[src/rtl/avsmf_regs.svh]
// Purpose: field encodings and sizes for the signaling message framer
// Assumes: included by the package and the framer
// Notes:   all constants live here, the package holds the types
`ifndef AVSMF_REGS_SVH
`define AVSMF_REGS_SVH
`define AVSMF_PT_SINGLE    2'h0
`define AVSMF_PT_START     2'h1
`define AVSMF_PT_CONT      2'h2
`define AVSMF_PT_END       2'h3
`define AVSMF_MT_CMD       2'h0
`define AVSMF_MT_RFD       2'h1
`define AVSMF_MT_ACC       2'h2
`define AVSMF_MT_REJ       2'h3
`define AVSMF_SIG_DISCOVER 6'h01
`define AVSMF_SIG_ABORT    6'h0A
`define AVSMF_SIG_SECURITY 6'h0B
`define AVSMF_SIG_RSV      2'h0
`define AVSMF_HL_SINGLE    8'h02
`define AVSMF_HL_START     8'h03
`define AVSMF_HL_FRAG      8'h01
`define AVSMF_MTU          48
`define AVSMF_BUF          64
`endif

[src/rtl/avsmf_pkg.sv]
// Purpose: types of the signaling message framer
// Assumes: avsmf_regs.svh gives encodings and buffer depth
// Notes:   whole framer state is one packed struct
`include "avsmf_regs.svh"
package avsmf_pkg;
    typedef struct packed {
        logic [3:0] label;
        logic [1:0] ptype;
        logic [1:0] mtype;
    } avsmf_hdr_t;
    typedef struct packed {
        logic [3:0] label;
        logic [1:0] mtype;
        logic [5:0] sig;
        logic [7:0] len;
    } avsmf_msg_t;
    typedef enum logic [2:0] {
        TX_IDLE = 3'b001,
        TX_CALC = 3'b010,
        TX_SEND = 3'b100
    } avsmf_tx_t;
    typedef struct packed {
        avsmf_tx_t                       tx;
        avsmf_msg_t                      tm;
        logic [7:0]                      rem;
        logic [7:0]                      nosp;
        logic [7:0]                      pnum;
        logic [7:0]                      pcnt;
        logic [7:0]                      bidx;
        logic [1:0]                      ptype;
        logic                            abrt;
        logic [3:0]                      abrt_lbl;
        logic                            ov;
        logic                            osop;
        logic [7:0]                      od;
        logic                            ol;
        logic [7:0]                      olen;
        logic [15:0]                     outst;
        logic [3:0]                      cmd_lbl;
        logic [5:0]                      cmd_sig;
        logic [`AVSMF_BUF-1:0][7:0]      tbuf;
        logic [`AVSMF_BUF-1:0][7:0]      rbuf;
        logic                            in_msg;
        logic                            bad;
        avsmf_msg_t                      rm;
        logic [1:0]                      rpt;
        logic [7:0]                      rpos;
        logic [7:0]                      rnosp;
        logic [7:0]                      rgot;
        logic [7:0]                      slen;
        logic                            rv;
        logic [7:0]                      rd;
    } avsmf_st_t;
endpackage : avsmf_pkg

[src/rtl/avsmf_framer.sv]
// Purpose: peer side framer and deframer of signaling messages
// Assumes: packet layer on the same clock, one byte per beat, last marks packet end
// Notes:   message bodies are held in flip-flop buffers of AVSMF_BUF bytes
`timescale 1ns/10ps
`default_nettype none
`include "avsmf_regs.svh"

// What this block does
// RULE1 - one message per packet; last marks each packet's end
// RULE2 - all fragments of a message leave before the next message
// RULE3 - abort may cut a sequence; unsent fragments are dropped
// RULE4 - header octet: label, packet type, message type from msb down
// RULE5 - response carries label of the received command
// RULE6 - packet type bits 3..2: single, start, continue, end
// RULE7 - message type bits 1..0: command, reserved, accept, reject
// RULE8 - start header: common octet, fragment count, signal octet
// RULE9 - single header: common octet then signal octet
// RULE10 - continue and end carry only the common octet
// RULE11 - response carries signal identifier of the received command
// RULE12 - messages above the transfer unit are fragmented
// RULE13 - start and continue packets have identical length
// RULE14 - end packet no longer than start packet
// RULE15 - reassembly sized from start length times fragment count; code uses a fixed AVSMF_BUF byte buffer instead
// RULE16 - corrupted messages dropped silently, no reply
// RULE17 - response with unknown label is dropped
// RULE18 - reserved message type is dropped
// RULE19 - out of order packet types are dropped
// RULE20 - fragment count mismatch drops the message
// RULE21 - signal codes 0x01 discovery to 0x0B, abort 0x0A
// RULE22 - signal identifier in six low bits, high bits sent zero
module avsmf_framer #(
    parameter int unsigned MTU = `AVSMF_MTU
) (
    input  wire logic                              clk,
    input  wire logic                              reset,
    input  wire logic                              tx_wr,
    input  wire logic [$clog2(`AVSMF_BUF)-1:0]     tx_wr_idx,
    input  wire logic [7:0]                        tx_wr_data,
    input  wire logic                              tx_go,
    input  wire avsmf_pkg::avsmf_msg_t             tx_msg,
    input  wire logic                              tx_abort,
    input  wire logic [3:0]                        tx_abort_label,
    output logic                                   tx_busy,
    output logic                                   pkt_valid,
    output logic [7:0]                             pkt_data,
    output logic                                   pkt_last,
    input  wire logic                              pkt_ready,
    input  wire logic                              rx_valid,
    input  wire logic [7:0]                        rx_data,
    input  wire logic                              rx_last,
    output logic                                   rx_msg_valid,
    output avsmf_pkg::avsmf_msg_t                  rx_msg,
    input  wire logic [$clog2(`AVSMF_BUF)-1:0]     rx_rd_idx,
    output logic [7:0]                             rx_rd_data
);
    localparam logic [7:0] MTU8 = 8'(MTU);

    avsmf_pkg::avsmf_st_t s_q;
    avsmf_pkg::avsmf_st_t n;
    avsmf_pkg::avsmf_hdr_t h;
    logic [1:0] pt;
    logic [7:0] hl;
    logic [7:0] nb;
    logic [7:0] plen;
    logic       last;
    logic       free;
    logic       ok;

    function automatic logic [7:0] hdr_len(input logic [1:0] p);
        hdr_len = (p == `AVSMF_PT_SINGLE) ? `AVSMF_HL_SINGLE :
                  (p == `AVSMF_PT_START)  ? `AVSMF_HL_START  : `AVSMF_HL_FRAG;
    endfunction : hdr_len

    // -------------------------------------------------------------
    // receive path, then transmit path
    // -------------------------------------------------------------
    always_comb
    begin
        n    = s_q;
        n.rv = 1'b0;
        h    = avsmf_pkg::avsmf_hdr_t'(rx_data);
        pt   = `AVSMF_PT_SINGLE;
        hl   = 8'h00;
        nb   = 8'h00;
        plen = 8'h00;
        last = 1'b0;
        ok   = 1'b0;
        free = !s_q.ov || pkt_ready;
        n.rd = s_q.rbuf[rx_rd_idx];
        if (rx_valid)
        begin
            if (s_q.rpos == 8'h00)
            begin
                n.rpt = h.ptype;
                if (h.ptype == `AVSMF_PT_SINGLE || h.ptype == `AVSMF_PT_START)
                begin
                    // a fresh sequence replaces any partial one
                    n.rm.label = h.label;
                    n.rm.mtype = h.mtype;                                       // RULE7
                    n.rm.len   = 8'h00;
                    n.rgot     = 8'h01;
                    n.bad      = (h.mtype == `AVSMF_MT_RFD) ||                  // RULE18
                                 (h.mtype[1] && !s_q.outst[h.label]);           // RULE17
                end
                else
                begin
                    n.rgot = s_q.rgot + 8'h01;
                    if (!s_q.in_msg || s_q.rgot >= s_q.rnosp)
                        n.bad = 1'b1;                                           // RULE19
                end
            end
            else if (s_q.rpt == `AVSMF_PT_START && s_q.rpos == 8'h01)
                n.rnosp = rx_data;                                              // RULE8
            else if (s_q.rpos < hdr_len(s_q.rpt))
                n.rm.sig = rx_data[5:0];                                        // RULE22
            else if (s_q.rm.len == 8'(`AVSMF_BUF))
                n.bad = 1'b1;                                                   // RULE15
            else
            begin
                n.rbuf[s_q.rm.len[$clog2(`AVSMF_BUF)-1:0]] = rx_data;
                n.rm.len = s_q.rm.len + 8'h01;
            end
            n.rpos = s_q.rpos + 8'h01;
            if (rx_last)
            begin
                n.rpos = 8'h00;
                plen   = s_q.rpos + 8'h01;
                pt     = n.rpt;
                ok     = !n.bad && plen >= hdr_len(pt);                         // RULE10
                case (pt)
                    `AVSMF_PT_START:
                    begin
                        n.slen = plen;
                        ok     = ok && n.rnosp >= 8'h02;
                    end
                    `AVSMF_PT_CONT:
                        ok = ok && plen == s_q.slen;                            // RULE13
                    `AVSMF_PT_END:
                        ok = ok && plen <= s_q.slen && n.rgot == s_q.rnosp;     // RULE20
                    default:
                        ok = ok;
                endcase
                n.in_msg = 1'b0;
                if (ok && (pt == `AVSMF_PT_SINGLE || pt == `AVSMF_PT_END))
                begin
                    n.rv = 1'b1;                                                // RULE16
                    if (n.rm.mtype[1])
                        n.outst[n.rm.label] = 1'b0;
                    else
                    begin
                        n.cmd_lbl = n.rm.label;
                        n.cmd_sig = n.rm.sig;
                    end
                end
                else if (ok)
                    n.in_msg = 1'b1;
            end
        end

        if (free)
            n.ov = 1'b0;
        case (s_q.tx)
            avsmf_pkg::TX_IDLE:
            begin
                n.abrt = 1'b0;
                if (tx_wr)
                    n.tbuf[tx_wr_idx] = tx_wr_data;
                if (tx_go)
                begin
                    n.tm = tx_msg;
                    if (tx_msg.mtype != `AVSMF_MT_CMD)
                    begin
                        n.tm.label = s_q.cmd_lbl;                               // RULE5
                        n.tm.sig   = s_q.cmd_sig;                               // RULE11
                    end
                    n.nosp = 8'h01;
                    n.pnum = 8'h00;
                    n.pcnt = 8'h00;
                    n.bidx = 8'h00;
                    n.tx   = avsmf_pkg::TX_SEND;
                    if ({1'b0, tx_msg.len} + 9'h002 > 9'(MTU))
                    begin
                        n.rem = tx_msg.len - (MTU8 - `AVSMF_HL_START);          // RULE12
                        n.tx  = avsmf_pkg::TX_CALC;
                    end
                end
            end
            avsmf_pkg::TX_CALC:
            begin
                // one fragment per cycle avoids a divider
                n.nosp = s_q.nosp + 8'h01;
                if (s_q.rem <= MTU8 - 8'h01)
                    n.tx = avsmf_pkg::TX_SEND;
                else
                    n.rem = s_q.rem - (MTU8 - 8'h01);
            end
            avsmf_pkg::TX_SEND:
            begin
                if (free)
                begin
                    if (s_q.pcnt == 8'h00 && s_q.abrt)
                    begin
                        n.abrt     = 1'b0;                                      // RULE3
                        n.tm.label = s_q.abrt_lbl;
                        n.tm.mtype = `AVSMF_MT_CMD;
                        n.tm.sig   = `AVSMF_SIG_ABORT;                          // RULE21
                        n.tm.len   = 8'h00;
                        n.nosp     = 8'h01;
                        n.pnum     = 8'h00;
                        n.bidx     = 8'h00;
                    end
                    pt = (n.pnum == 8'h00) ?                                    // RULE6
                         ((n.nosp == 8'h01) ? `AVSMF_PT_SINGLE : `AVSMF_PT_START) :
                         ((n.pnum == n.nosp - 8'h01) ? `AVSMF_PT_END : `AVSMF_PT_CONT);
                    hl = hdr_len(pt);
                    nb = n.bidx;
                    if (n.pcnt == 8'h00)
                    begin
                        n.od = {n.tm.label, pt, n.tm.mtype};                    // RULE4
                        if (n.pnum == 8'h00 && n.tm.mtype == `AVSMF_MT_CMD)
                            n.outst[n.tm.label] = 1'b1;
                    end
                    else if (pt == `AVSMF_PT_START && n.pcnt == 8'h01)
                        n.od = n.nosp;                                          // RULE8
                    else if (n.pcnt < hl)
                        n.od = {`AVSMF_SIG_RSV, n.tm.sig};                      // RULE9
                    else
                    begin
                        n.od   = s_q.tbuf[n.bidx[$clog2(`AVSMF_BUF)-1:0]];
                        nb     = n.bidx + 8'h01;
                        n.bidx = nb;
                    end
                    last = (n.pcnt + 8'h01 == MTU8) ||                          // RULE13
                           (n.pcnt + 8'h01 >= hl && nb == n.tm.len);            // RULE14
                    n.ov    = 1'b1;
                    n.osop  = (n.pcnt == 8'h00);
                    n.ol    = last;                                             // RULE1
                    n.ptype = pt;
                    n.pcnt  = n.pcnt + 8'h01;
                    if (last)
                    begin
                        n.olen = n.pcnt;
                        n.pcnt = 8'h00;
                        n.pnum = n.pnum + 8'h01;
                        if (pt == `AVSMF_PT_SINGLE || pt == `AVSMF_PT_END)
                            n.tx = avsmf_pkg::TX_IDLE;                          // RULE2
                    end
                end
            end
            default:
                n.tx = avsmf_pkg::TX_IDLE;
        endcase
        // a late abort request is kept, not lost to the consume above
        if (tx_abort && s_q.tx != avsmf_pkg::TX_IDLE)
        begin
            n.abrt     = 1'b1;
            n.abrt_lbl = tx_abort_label;
        end
    end

    always_ff @(posedge clk)
    begin
        if (reset)
        begin
            s_q    <= '0;
            s_q.tx <= avsmf_pkg::TX_IDLE;
        end
        else
            s_q <= n;
    end

    // -------------------------------------------------------------
    // outputs
    // -------------------------------------------------------------
    assign tx_busy      = (s_q.tx != avsmf_pkg::TX_IDLE);
    assign pkt_valid    = s_q.ov;
    assign pkt_data     = s_q.od;
    assign pkt_last     = s_q.ol;
    assign rx_msg_valid = s_q.rv;
    assign rx_msg       = s_q.rm;
    assign rx_rd_data   = s_q.rd;

    // -------------------------------------------------------------
    // checks
    // -------------------------------------------------------------
    a_hdr_ptype: assert property (@(posedge clk) disable iff (reset) // RULE6
        pkt_valid && s_q.osop
        |-> pkt_data[3:2] == s_q.ptype && pkt_data[3] == (s_q.pnum != 8'h00))
        else $error("header packet type differs from sequence position");
    a_no_rfd_out: assert property (@(posedge clk) disable iff (reset) // RULE7
        pkt_valid && s_q.osop |-> pkt_data[1:0] != `AVSMF_MT_RFD)
        else $error("reserved message type transmitted");
    a_equal_len: assert property (@(posedge clk) disable iff (reset) // RULE13
        pkt_valid && pkt_last && (s_q.ptype == `AVSMF_PT_START ||
        s_q.ptype == `AVSMF_PT_CONT) |-> s_q.olen == MTU8)
        else $error("start or continue packet not full length");
    a_end_short: assert property (@(posedge clk) disable iff (reset) // RULE14
        pkt_valid && pkt_last && s_q.ptype == `AVSMF_PT_END
        |-> s_q.olen <= MTU8 && s_q.olen >= `AVSMF_HL_FRAG)
        else $error("end packet longer than start packet");
    a_byte_hold: assert property (@(posedge clk) disable iff (reset) // RULE1
        pkt_valid && !pkt_ready |=> pkt_valid && $stable(pkt_data)
        && $stable(pkt_last))
        else $error("stalled byte changed");
    a_frag_follow: assert property (@(posedge clk) disable iff (reset) // RULE2
        pkt_valid && pkt_last && pkt_ready && (s_q.ptype == `AVSMF_PT_START ||
        s_q.ptype == `AVSMF_PT_CONT) |=> s_q.tx == avsmf_pkg::TX_SEND)
        else $error("message left before its last fragment");
    a_abort_next: assert property (@(posedge clk) disable iff (reset) // RULE3
        s_q.tx == avsmf_pkg::TX_SEND && s_q.pcnt == 8'h00 && s_q.abrt && free
        |=> pkt_data[3:2] == `AVSMF_PT_SINGLE && s_q.tm.sig == `AVSMF_SIG_ABORT)
        else $error("abort did not replace pending fragments");
    a_rx_no_rfd: assert property (@(posedge clk) disable iff (reset) // RULE18
        rx_msg_valid |-> rx_msg.mtype != `AVSMF_MT_RFD)
        else $error("reserved message type delivered");
    a_rx_drop: assert property (@(posedge clk) disable iff (reset) // RULE16
        rx_valid && rx_last && n.bad |=> !rx_msg_valid)
        else $error("corrupted message delivered");
endmodule : avsmf_framer
`default_nettype wire

[config.mk]
export PLATFORM = sky130hd
export DESIGN_NAME = avsmf_framer
export DESIGN_NICKNAME = d
export VERILOG_FILES = /design/src/rtl/avsmf_pkg.sv /design/src/rtl/avsmf_framer.sv
export VERILOG_INCLUDE_DIRS = /design/src /design/src/rtl
export SDC_FILE = /design/constraint.sdc
export NUM_CORES = 2
export LEC_CHECK = 0
export ABC_AREA = 1
export BUFFER_PORTS_ARGS = -buffer_cell sky130_fd_sc_hd__buf_2
export CAP_MARGIN = 10
export CELL_PAD_IN_SITES_DETAIL_PLACEMENT = 0
export CELL_PAD_IN_SITES_GLOBAL_PLACEMENT = 1
export CORE_ASPECT_RATIO = 2
export CORE_UTILIZATION = 48
export CTS_BUF_LIST = sky130_fd_sc_hd__clkbuf_4
export DETAILED_ROUTE_END_ITERATION = 6
export PLACE_DENSITY = 0.91
export SLEW_MARGIN = 20
export SYNTH_ARGS = -nofsm -noshare
export SYNTH_HDL_FRONTEND = slang
export SYNTH_SLANG_ARGS = --single-unit
[constraint.sdc]
create_clock -name clk -period 4.95 [get_ports clk]
set_clock_uncertainty 0.15 [all_clocks]
set_input_delay 0.99 -clock clk [delete_from_list [all_inputs] [get_ports clk]]
set_output_delay 0.99 -clock clk [all_outputs]
set_load 0.05 [all_outputs]
==> results_dict.tcl <==
set metrics [dict create \
    grt_pass1_wl_mm 303 \
    maxSlewHeadroom_pct 22.9 \
    max_stage_delay_ns 0.35 \
    netlist_area_um2 54700 \
    cts_buffers 296 \
    drtIter0Drc 5269 \
    crit_path_max_fanout 8 \
    syn_to_final_growth_pct 9.36 \
    die_w_um 241 \
    multi_input_area_um2 27000 \
    arrival_ns 5.61 \
    portBuffers 99 \
    wl_mm 198 \
    cts.sinks 1193 \
    slowest_stage "dfxtp_1" \
    cts.clk_slew.worst_paths_ns 0.07 \
    synth_commonest_cells "dfxtp_1 (1193), a21oi_1 (1028), nand2_1 (973), o21ai_0 (946), nor2_1 (921)" \
    grt_util_all_layers_pct 33.6 \
    drc 0 \
    ys_types 56 \
    worst_skew_pair.late_latency_ns 1.27 \
    cpMostUsedCell "nand2_1" \
    ys_warn_count 0 \
    synthTopCellsByArea "dfxtp_1 (44%), a21oi_1 (9.4%), o21ai_0 (8.7%)" \
    holdPathEnd "s_q[1197]$_SDFFE_PP0P_" \
    final-instance-count-excl-fill 9191 \
    synth_seq_area_share_pct 43.6 \
    dp_hpwl_mm 122 \
    place_congestion 0.948 \
    seq_area_um2 23900 \
    drt_pass1_iterations 7 \
    synth_top_cell_by_area "dfxtp_1" \
    synth_ff_type "dfxtp_1" \
    syn_nets 7716 \
    hold_viol_final 0 \
    drive_gt1_share_pct 10.6 \
    rrSetupSlack_ns 0.36 \
    grt_start_max_net_pins 195 \
    cts_htree_levels 5 \
    worstHoldStart "tx_msg[16]" \
    vdd_drop_max_mv 0.258 \
    ant_nets 0 \
    postLayoutCoreUtil_pct 53.1 \
    start_util_pct 48.5 \
    post-route-period-util_pct 92.7 \
    core_area_um2 113000 \
    design_power_total_mw 20.7 \
    reg2reg_depth 34 \
    end_kind "flop" \
    dp_cells 8689 \
    post_drt_wl_per_cell_um 21.6 \
    cts_max_path_buffers 4 \
    die_h_um 479 \
    setup_viol 0 \
    maxCapViolCount 0 \
    critPathKind "reg -> reg" \
    vias 56038 \
    yosysMostFrequentCell "dfxtp_1" \
    rr_endpoint "s_q[1157]$_SDFFE_PP0P_" \
    antenna_found_initial 6 \
    dieArea_um2 115000 \
    synth_edf_count 0 \
    synth_async_sr_flop_share_pct 0 \
    r2r_start "s_q[1150]$_SDFFE_PP0P_" \
    start_kind "flop" \
    clock_tree.root_cell "clkbuf_4" \
    synth_top_area_share_pct 43.6 \
    nets 7623 \
    worstPathRequired_ns 5.97 \
    cts_tree "done" \
    fillers 11366 \
    status "finished, final reports clean" \
    via_per_inst 6.10 \
    power.density_nw_per_um2 346 \
    synth_cells 7609 \
    synth-seq-cells 1193 \
    fp-row-count 174 \
    avgSynthCellArea_um2 7.19 \
    hold_depth 4 \
    min_path_type "in -> reg" \
    finalCriticalPeriod_ns 4.59 \
    grt-ovfl-total 0 \
    io_pins 100 \
    p_leak_nw 21.8 \
    max_freq_mhz 218 \
    worstMarginPinSlew_ns 1.16 \
    grt_pass1_vias 53437 \
    drv_slew 0 \
]
## layout make-up
| class | instances | share of cell area [%] |
|---|---|---|
| Clock inverter | 57 | 0.364 |
| Sequential cell | 1193 | 39.9 |
| Tap cell | 1496 | 3.13 |
| Timing Repair Buffer | 317 | 4.26 |
| Clock buffer | 415 | 5.21 |
| Multi-Input combinational cell | 5408 | 45.2 |
| Antenna cell | 5 | 0.0209 |
| Inverter | 300 | 1.92 |
## state kept, by name, indices dropped and copies added (netlist names), named ones only
register / count
rx_rd_data: 8
pkt_last: 1
rx_msg_valid: 1
pkt_data: 8
s_q: 1154
rx_msg: 20
## placed cells by master (no fill, tap or decap), drive strengths merged, types with 15 or more instances in the layout
cell type    instances
a31oi               19
o221ai             196
nand3              837
ha                  47
clkbuf             416
nor2               932
o22ai               17
nand4               23
buf                300
inv                295
nand2              979
xor2                26
o31ai               17
a211oi             210
dlygate4sd3         16
clkinv              62
dfxtp             1193
nor3                46
o21ai              949
o211ai              15
a21oi             1028
a221oi              17
## logic make-up (layout without fill, tap and decap cells)
| kind of cell | after synthesis | count (layout) | synth area share (%) |
|---|---|---|---|
| xor gates and xnor gates | 32 | 32 | 0.512 |
| other | 0 | 5 | 0 |
| adders and majority gates | 47 | 47 | 1.07 |
| and+or+nand+nor | 2835 | 2836 | 21.9 |
| DFF | 1193 | 1193 | 43.6 |
| buffers and inverters | 1009 | 1089 | 7.26 |
| AOI/OAI and AO/OA | 2493 | 2493 | 25.6 |
## critical path: cells and delay by family (launching register included)
family | cells | cell delay [ns]
adder cells (fa/ha/maj) | 3 | 0.55
AO/OA/AOI/OAI | 1 | 0.13
buffers and inverters | 7 | 0.75
flip-flops | 1 | 0.35
AND/OR/NAND/NOR | 23 | 2.61
## what timing repair did
action	CTS	global route
setup buffers	0	8
hold buffers	16	0
setup endpoints to repair	0	19
hold endpoints to repair	76	0
resized for setup	0	15
## per-stage QoR
| stage | hold slack (ns) | cell area (um2) | worst slack, ns | setup TNS [ns] |
|---|---|---|---|---|
| after floorplan | 0.274 | 54700 | 0.604 | 0 |
| after global placement | 0.285 | 56200 | 0.231 | 0 |
| after detailed placement | 0.291 | 56200 | 0.244 | 0 |
| after CTS | 0.00177 | 59700 | 0.211 | 0 |
| after global routing | 0.0572 | 59800 | -0.0958 | -0.989 |
| final | 0.0868 | 59800 | 0.360 | 0 |
## power by group
part           switching, mW  internal, mW
combinational           2.13         0.765
sequential             0.127          9.82
clock                   4.03          3.83
total                   6.29          14.4
## routing by layer
| layer | GRT usage, % | part of all wire [%] |
|---|---|---|
| met5 | 0 | 0.013 |
| met4 | 28.6 | 8.9 |
| met3 | 6.47 | 7.2 |
| met2 | 56.8 | 48 |
| met1 | 35.8 | 35 |
## worst max-delay path by stage
stage                                       from                endpoint  cells past startpoint  slack, ns
final                     s_q[1150]$_SDFFE_PP0P_  s_q[1157]$_SDFFE_PP0P_                     34       0.36
after floorplan           s_q[1149]$_SDFFE_PP0P_   pkt_last$_SDFFE_PP0P_                     36       0.60
after global routing      s_q[1150]$_SDFFE_PP0P_  s_q[1161]$_SDFFE_PP0P_                     35       -0.1
after global placement    s_q[1150]$_SDFFE_PP0P_   pkt_last$_SDFFE_PP0P_                     35       0.23
after detailed placement  s_q[1150]$_SDFFE_PP0P_  s_q[1153]$_SDFFE_PP0P_                     34       0.24
after CTS                 s_q[1150]$_SDFFE_PP0P_  s_q[1153]$_SDFFE_PP0P_                     34       0.21
(Power assumes the default switching activity.)
